==> src/pkg/eil_pkg.sv <==
// package for the external interrupt latch: register map, field layout, types
package eil_pkg;

  localparam int ADDR_W = 8;
  localparam int DATA_W = 8;

  // register indices (byte addresses on the plain register port)
  localparam logic [ADDR_W-1:0] EXT_INT_STATUS_CONTROL_ADDR = 8'h00;
  localparam logic [ADDR_W-1:0] SYSTEM_CONFIG_TWO_ADDR = 8'h1e;
  localparam logic [ADDR_W-1:0] BREAK_FLAG_CONTROL_ADDR = 8'h01;
  localparam logic [ADDR_W-1:0] EVT_STATUS_ADDR = 8'h02;
  localparam logic [ADDR_W-1:0] EVT_MASK_ADDR = 8'h03;

  // status and control field positions
  localparam int MODE_BIT = 0;
  localparam int MASK_BIT = 1;
  localparam int ACK_BIT = 2;
  localparam int PEND_BIT = 3;
  // configuration field positions
  localparam int PUD_BIT = 0;
  localparam int BREAK_CLEAR_ENABLE_BIT = 7;
  // event status / mask field positions
  localparam int EVT_LATCH_BIT = 0;
  localparam int EVT_ACK_BIT = 1;
  localparam int EVT_W = 2;

  localparam logic [DATA_W-1:0] ZERO_BYTE = 8'h00;
  localparam logic [EVT_W-1:0] EVT_ZERO = 2'h0;

  typedef enum logic [0:0] {
    EIL_EDGE_ONLY = 1'b0,
    EIL_EDGE_LEVEL = 1'b1
  } eil_mode_type;

  typedef struct packed {
    logic wr;
    logic rd;
    logic [ADDR_W-1:0] addr;
    logic [DATA_W-1:0] wdata;
  } eil_bus_req_type;

  typedef struct packed {
    logic pin_s1;
    logic pin_s2;
    logic pin_prev;
    logic latch;
    eil_mode_type mode;
    logic mask;
    logic pullup_dis;
    logic break_clear_enable;
    logic [EVT_W-1:0] evt_status;
    logic [EVT_W-1:0] evt_mask;
    logic [DATA_W-1:0] rdata;
  } eil_state_type;

  localparam eil_state_type EIL_RESET = '{
    pin_s1: 1'b1,
    pin_s2: 1'b1,
    pin_prev: 1'b1,
    latch: 1'b0,
    mode: EIL_EDGE_ONLY,
    mask: 1'b0,
    pullup_dis: 1'b0,
    break_clear_enable: 1'b0,
    evt_status: 2'h0,
    evt_mask: 2'h0,
    rdata: 8'h00
  };

endpackage

==> src/logic/eil_ext_int_latch.sv <==
// external interrupt latch with edge or edge-and-level sensitivity and register port
//
// The implementer's own choices: the address map and the plain strobed port.
`timescale 1ns/1ps

module eil_ext_int_latch
  import eil_pkg::*;
(
  input wire logic ref_clk_i,
  input wire logic rst_n_i,
  input wire logic clk_en_i,
  input wire logic int_pin_n_i,
  input wire logic vector_fetch_ack_i,
  input wire logic break_state_i,
  input wire logic [ADDR_W-1:0] reg_addr_i,
  input wire logic [DATA_W-1:0] reg_wdata_i,
  input wire logic reg_wr_i,
  input wire logic reg_rd_i,
  output logic [DATA_W-1:0] reg_rdata_o,
  output logic cpu_irq_req_o,
  output logic pin_pullup_en_o,
  output logic evt_irq_o
);

  eil_state_type state_reg;
  eil_state_type state_next;
  eil_bus_req_type bus;

  // register port decode, one select per mapped register
  logic hit_scr;
  logic hit_cfg;
  logic hit_brk;
  logic hit_evs;
  logic hit_evm;
  logic wr_scr;
  logic wr_cfg;
  logic wr_brk;
  logic wr_evs;
  logic wr_evm;
  logic rd_scr;
  logic rd_cfg;
  logic rd_brk;
  logic rd_evs;
  logic rd_evm;

  // pin path after the two-flop synchroniser
  logic pin_sync;
  logic pin_hist;
  logic pin_low;
  logic falling_edge;

  // acknowledge path
  logic ack_bit_written;
  logic break_blocks_ack;
  logic sw_ack;
  logic hw_ack;
  logic ack_any;

  // latch update terms
  logic latch_clr;
  logic latch_set;
  logic latch_next;

  // request path
  logic level_mode;
  logic level_hold;
  logic pend;
  logic masked;
  logic irq_req;

  // control register write values
  eil_mode_type mode_wval;
  logic mask_wval;
  logic pud_wval;
  logic break_clear_enable_wval;
  logic [EVT_W-1:0] evm_wval;

  // event path
  logic [EVT_W-1:0] evt_clear;
  logic [EVT_W-1:0] evt_set;
  logic [EVT_W-1:0] evt_next;
  logic [EVT_W-1:0] evt_active;

  // read-back words
  logic [DATA_W-1:0] scr_word;
  logic [DATA_W-1:0] cfg_word;
  logic [DATA_W-1:0] brk_word;
  logic [DATA_W-1:0] evs_word;
  logic [DATA_W-1:0] evm_word;
  logic [DATA_W-1:0] rd_word;

  assign bus = '{wr: reg_wr_i, rd: reg_rd_i, addr: reg_addr_i, wdata: reg_wdata_i};

  assign hit_scr = (bus.addr == EXT_INT_STATUS_CONTROL_ADDR);
  assign hit_cfg = (bus.addr == SYSTEM_CONFIG_TWO_ADDR);
  assign hit_brk = (bus.addr == BREAK_FLAG_CONTROL_ADDR);
  assign hit_evs = (bus.addr == EVT_STATUS_ADDR);
  assign hit_evm = (bus.addr == EVT_MASK_ADDR);

  assign wr_scr = bus.wr & hit_scr;
  assign wr_cfg = bus.wr & hit_cfg;
  assign wr_brk = bus.wr & hit_brk;
  assign wr_evs = bus.wr & hit_evs;
  assign wr_evm = bus.wr & hit_evm;

  assign rd_scr = bus.rd & hit_scr;
  assign rd_cfg = bus.rd & hit_cfg;
  assign rd_brk = bus.rd & hit_brk;
  assign rd_evs = bus.rd & hit_evs;
  assign rd_evm = bus.rd & hit_evm;

  // only the second stage and the history flop are read, never the first stage
  assign pin_sync = state_reg.pin_s2;
  assign pin_hist = state_reg.pin_prev;
  assign pin_low = ~pin_sync;
  assign falling_edge = pin_hist & pin_low;

  assign ack_bit_written = wr_scr & bus.wdata[ACK_BIT];
  // break protects the latch from the software acknowledge unless software clearing is enabled
  assign break_blocks_ack = break_state_i & ~state_reg.break_clear_enable;
  assign sw_ack = ack_bit_written & ~break_blocks_ack;
  // the cpu vector fetch is not gated by break
  assign hw_ack = vector_fetch_ack_i;
  assign ack_any = hw_ack | sw_ack;

  // a new edge in the acknowledge cycle wins, so no request is lost
  assign latch_clr = ack_any;
  assign latch_set = falling_edge;
  assign latch_next = latch_set | (state_reg.latch & ~latch_clr);

  assign level_mode = (state_reg.mode == EIL_EDGE_LEVEL);
  assign level_hold = level_mode & pin_low;
  assign pend = state_reg.latch | level_hold;
  assign masked = state_reg.mask;
  assign irq_req = pend & ~masked;

  assign mode_wval = eil_mode_type'(bus.wdata[MODE_BIT]);
  assign mask_wval = bus.wdata[MASK_BIT];
  assign pud_wval = bus.wdata[PUD_BIT];
  assign break_clear_enable_wval = bus.wdata[BREAK_CLEAR_ENABLE_BIT];
  assign evm_wval = bus.wdata[EVT_W-1:0];

  assign evt_clear = wr_evs ? bus.wdata[EVT_W-1:0] : EVT_ZERO;
  assign evt_active = state_reg.evt_status & state_reg.evt_mask;

  always_comb begin
    state_next = state_reg;
    evt_set = EVT_ZERO;
    evt_next = EVT_ZERO;
    scr_word = ZERO_BYTE;
    cfg_word = ZERO_BYTE;
    brk_word = ZERO_BYTE;
    evs_word = ZERO_BYTE;
    evm_word = ZERO_BYTE;
    rd_word = ZERO_BYTE;

    // first stage feeds only the second stage
    state_next.pin_s1 = int_pin_n_i;
    state_next.pin_s2 = state_reg.pin_s1;
    state_next.pin_prev = state_reg.pin_s2;

    state_next.latch = latch_next;

    if (wr_scr) begin
      state_next.mode = mode_wval;
      state_next.mask = mask_wval;
    end else if (wr_cfg) begin
      state_next.pullup_dis = pud_wval;
    end else if (wr_brk) begin
      state_next.break_clear_enable = break_clear_enable_wval;
    end else if (wr_evm) begin
      state_next.evt_mask = evm_wval;
    end

    // event bits: a set in the same cycle as the clear wins
    evt_set[EVT_LATCH_BIT] = falling_edge;
    evt_set[EVT_ACK_BIT] = ack_any;
    evt_next = (state_reg.evt_status & ~evt_clear) | evt_set;
    state_next.evt_status = evt_next;

    scr_word[MODE_BIT] = state_reg.mode;
    scr_word[MASK_BIT] = state_reg.mask;
    // acknowledge position is never set, so it reads zero
    scr_word[PEND_BIT] = pend;
    cfg_word[PUD_BIT] = state_reg.pullup_dis;
    brk_word[BREAK_CLEAR_ENABLE_BIT] = state_reg.break_clear_enable;
    evs_word[EVT_W-1:0] = state_reg.evt_status;
    evm_word[EVT_W-1:0] = state_reg.evt_mask;

    // unmapped reads return zero; data stands for one cycle only
    if (rd_scr) begin
      rd_word = scr_word;
    end else if (rd_cfg) begin
      rd_word = cfg_word;
    end else if (rd_brk) begin
      rd_word = brk_word;
    end else if (rd_evs) begin
      rd_word = evs_word;
    end else if (rd_evm) begin
      rd_word = evm_word;
    end
    state_next.rdata = rd_word;
  end

  always_ff @(posedge ref_clk_i) begin
    if (!rst_n_i) begin
      state_reg <= EIL_RESET;
    end else if (clk_en_i) begin
      state_reg <= state_next;
    end
  end

  // a level-mode request is combinational off synchronised state, so it drops
  // the cycle the pin is seen high if the latch was already acknowledged
  assign cpu_irq_req_o = irq_req;
  assign pin_pullup_en_o = ~state_reg.pullup_dis;
  assign evt_irq_o = |evt_active;
  assign reg_rdata_o = state_reg.rdata;

endmodule

==> config.mk <==
export PLATFORM = sky130hd
export DESIGN_NAME = eil_ext_int_latch
export DESIGN_NICKNAME = d
export VERILOG_FILES = /design/src/pkg/eil_pkg.sv /design/src/logic/eil_ext_int_latch.sv
export SDC_FILE = /design/constraint.sdc
export NUM_CORES = 1
export LEC_CHECK = 0
export ABC_AREA = 1
export BUFFER_PORTS_ARGS = -buffer_cell sky130_fd_sc_hd__buf_2
export CAP_MARGIN = 30
export CORE_UTILIZATION = 39
export CTS_CLUSTER_SIZE = 14
export DETAILED_ROUTE_END_ITERATION = 8
export PLACE_DENSITY = 0.66
export SYNTH_ARGS = -nofsm -noshare
export SYNTH_HDL_FRONTEND = slang
export SYNTH_SLANG_ARGS = --single-unit
==> constraint.sdc <==
create_clock -name ref_clk_i -period 2.9 [get_ports ref_clk_i]
set_input_delay 0.58 -clock ref_clk_i [delete_from_list [all_inputs] [get_ports ref_clk_i]]
set_output_delay 0.58 -clock ref_clk_i [all_outputs]
set_load 0.01 [all_outputs]
After elaboration in Yosys (flattened, before gate mapping)
Cells that the tools add are included.
- equality and inequality tests: 4
- multiplexer cells: 6
- bitwise operators: 33
- reduce and logical (&&, ||, !) cells: 6
- operator list (cell ; number):
    $mux W8 ; 3
    $and A1 B1 Y1 ; 17
    $eq A8 B2 Y1 const B ; 2
    $not A1 Y1 ; 9
    $eq A8 B1 Y1 const B ; 1
    $eq A8 B5 Y1 const B ; 1
    $logic_not A8 Y1 ; 1
    $mux W2 ; 3
    $reduce_and A5 Y1 ; 1
    $and A2 B2 Y2 ; 2
    $reduce_and A4 Y1 ; 1
    $or A1 B1 Y1 ; 3
    $reduce_and A3 Y1 ; 1
    $not A2 Y2 ; 1
    $or A2 B2 Y2 ; 1
    $reduce_and A2 Y1 ; 1
    $reduce_or A2 Y1 ; 1
- flip-flop bits (word level): 20
- input port bits: 24
- output and inout bits: 11
- word-level logic and storage cells: 60

Logic depth before layout (Yosys ltp)
- depth in word-level cells: 8
- depth in mapped cells: 10
- depth with buffers taken out: 10

Worst setup path after synthesis
Ideal clock, no wire load.
- kind: input-to-reg
- from: input reg_addr_i[5]
- to: register state_reg, in the netlist level_mode
- library setup time: 119 ps
- arrival time: 1252 ps
- data required time: 2781 ps
- setup slack: 1529 ps
- stages: 6
- buffers on the path: 0
- cell sequence: nor2_2 > nand2_2 > nor2_4 > nand3_1 > o21ai_0 > a21oi_1
- cells in the longest elaborated chain, start to end: 3
- ends and longest elaborated chain (what ; line ; source):
    start: declaration ; eil_ext_int_latch.sv:15 ; input wire logic [ADDR_W-1:0] reg_addr_i,
    $logic_not A8 Y1 ; eil_ext_int_latch.sv:94 ; assign hit_scr = (bus.addr == EXT_INT_STATUS_CONTROL_ADDR);
    $and A1 B1 Y1 ; eil_ext_int_latch.sv:100 ; assign wr_scr = bus.wr & hit_scr;
    $reduce_and A2 Y1 (no line) ; - ;
    end signal: assignment ; eil_ext_int_latch.sv:209 ; state_reg <= state_next;
    end: declaration ; eil_ext_int_latch.sv:25 ; eil_state_type state_reg;
No other way between the ends.
A chain may end at the register's enable or synchronous reset.

Final worst setup path
- from: register state_reg, in the netlist pin_sync
- to: output cpu_irq_req_o
- cells in the longest elaborated chain, start to end: 4
- ends and longest elaborated chain (what ; line ; source):
    $not A1 Y1 ; eil_ext_int_latch.sv:115 ; assign pin_low = ~pin_sync;
    $and A1 B1 Y1 ; eil_ext_int_latch.sv:132 ; assign level_hold = level_mode & pin_low;
    $or A1 B1 Y1 ; eil_ext_int_latch.sv:133 ; assign pend = state_reg.latch | level_hold;
    $and A1 B1 Y1 ; eil_ext_int_latch.sv:135 ; assign irq_req = pend & ~masked;
    end: declaration ; eil_ext_int_latch.sv:20 ; output logic cpu_irq_req_o,
No other way between the ends.

==> key figures <==
Status
  • Status: completed

Logic synthesis
  • Xor/xnor share of the synthesized area: 0%
  • Simple-gate share of the synthesized area: 36.1%
  • Synth Area per Inst: 6.59 um^2
  • Syn Inst Count: between 100 and 150
  • Compound-Gate Fraction of Synth Area: between 10% and 20%
  • Synth cell types: 21
  • Syn. warnings: 0
  • Seq cells post-synth: 16
  • Post-Syn Area: 930 um^2
  • Post-Synth Adder-Cell Area: 0%
  • Multiplexer area fraction after synthesis: 0%
  • Seq/Total Area, Yosys: about a third
  • Largest family of logic cells by synthesized area: simple AND/OR/NAND/NOR gates

Global route
  • Vias in the first global route: 826
  • First-pass GRT wire length: 3.37 mm
  • Overflow after GRT: 0
  • Largest net degree at the start of global routing: 21
  • Initial antenna violation count: 0
  • Total Routing Usage GR: 17.1%

Critical path
  • Crit path DAT: 1.02 ns
  • Setup crit start kind: flop
  • CP cell instances: inv_1, a21oi_1, nor2_1, buf_2
  • CP endpoint kind: primary output
  • Worst Setup Path Type: flop to primary output
  • Slowest CP cell: dfxtp_1
  • CP required: approximately 2.3 ns
  • Slowest cell delay on critical path: 0.32 ns
  • Crit path max fanout: 4

Cells and area
  • Fin util: 47.4%
  • N_diodes: 0
  • Max reg flops: 4
  • Layout fillers: 241
  • Fin nets: 186
  • Area added between synthesis and finish: 13.9%
  • Layout Cells excl Fill: 189
  • Most common cell after layout, fill and taps aside: buf_2
  • Share of layout cells above drive strength 1: 22.4%
  • Final Instance Area: approximately 1100 um^2
  • Most frequent cells in the layout: buf_2, nand2_1, inv_1, nor2_1, dfxtp_1

Timing
  • Achievable Freq: around 630 MHz
  • Min Tclk post-route: 1.60 ns
  • Setup violations, final: 0
  • Final setup skew: 0.00176 ns
  • Max-slew violations: 0
  • Fin. Hold Viols: 0
  • Final period util: 55.1%
  • Setup_tns: 0 ns
  • RSZ-0062 raised after global routing: no

Power
  • Leak pwr: approximately 0.52 nW
  • Pwr/cell area: just over 400 nW/um^2
  • Final Power: 0.439 mW
  • Peak VDD IR: ~250 uV

Placed design
  • Post-DP HPWL: 1.53 mm
  • Placed insts: around 190
  • Routability congestion estimate: 0.835
  • Placed Area: about 1000 um^2
  • Buffers added on ports: 26

CTS
  • Postcts setup bufs: 0
  • CTS resizes: 0
  • Num CTS Buffers: 3
  • Hold buffers post-CTS: 0
  • Clk_lat worst skew: approximately 0.28 ns
  • H-tree Lvls: 1
  • CTS tree: done
  • Clk slew on worst S/H paths: 0.10 ns
  • Max Root-Sink Buffers: 2
  • Clk sinks: 16
  • Root buf cell: clkbuf_4

Floorplan
  • # IOs: 35
  • Die ar.: 2580 um^2
  • Die Width: 50.8 um
  • Initial Utilization: 41.6%
  • Core ar.: 2230 um^2
  • Die Height: 50.8 um
  • Site Rows: 17

Detailed routing
  • DRT Pass-1 Iters: 4
  • Detailed Route Iter0 Violations: 18
  • DRC: 0
  • Vias per inst: between 4 and 5
  • Post-DRT Antenna Nets: 0
  • Via Count: 898
  • Drt wl/cell: between 10 and 15 um
  • Routed wire length: 1.99 mm

Flow run
  • Max-Cap Viols: 0

Hold path
  • Worst min path class: flop to flop
[routing by layer]
metal | share of wire [%] | vias up | track usage [%]
li1 | - | 480 | -
met1 | 48 | 389 | 22.0
met2 | 45 | 25 | 27.6
met3 | 5.2 | 4 | 3.27
met4 | 1.6 | 0 | 7.41
met5 | 0 | - | 0
[cells in the mapped netlist, drive strengths merged]
library cell	n	area share (%)
conb	1	0.40
nand3b	3	2.4
a22o	1	0.94
o21ai	8	4.3
nor2	20	10
nand3	15	8.1
a21boi	1	0.81
buf	12	8.6
o211ai	1	0.81
nand4	4	2.7
nand2	27	11
clkbuf	1	0.40
or2	1	0.67
nor3	1	0.54
inv	18	7.3
dfxtp	16	34
a21oi	11	5.9
[where the power goes]
part	internal, mW	total [mW]	switching [mW]
Sequential	0.227	0.231	0.00394
Combinational	0.0229	0.0609	0.0380
Clock	0.0763	0.147	0.0707
Total	0.327	0.439	0.113
[stage by stage]
step	hold slack, ns	worst slack, ns
floorplan	0.429	1.53
global placement	0.447	1.30
CTS	0.479	1.30
finish	0.475	1.30
detailed placement	0.450	1.27
global route	0.514	1.25
[path summary, 6_finish.rpt]
kind	depth (start not counted)	slack (ns)	end	startpoint
min reg2reg	2	0.47	masked	masked
min	2	0.47	masked	masked
max	4	1.30	cpu_irq_req_o	pin_sync
max reg2reg	5	1.86	state_reg[16]	brk_word[7]
[cell type report]
type	instances	area [um^2]	share of cell area [%]
Multi-Input combinational cell	97	469	44.3
Sequential cell	16	320	30.3
Timing Repair Buffer	26	130	12.3
Inverter	18	67.6	6.38
Clock buffer	4	36.3	3.43
Tap cell	28	35.0	3.31
[worst max-delay path, delay by kind of cell, from the launching register on]
kind                   cells  cell delay (ns)
AND/OR/NAND/NOR            1             0.06
AO/OA/AOI/OAI              1             0.17
buffers and inverters      2             0.19
flip-flops                 1             0.32
[cell families after synthesis]
group,after synthesis
AND/OR/NAND/NOR,71
AO/OA/AOI/OAI,22
flip-flops,16
buffers and inverters,31
other,1
(Power assumes the default switching activity.)
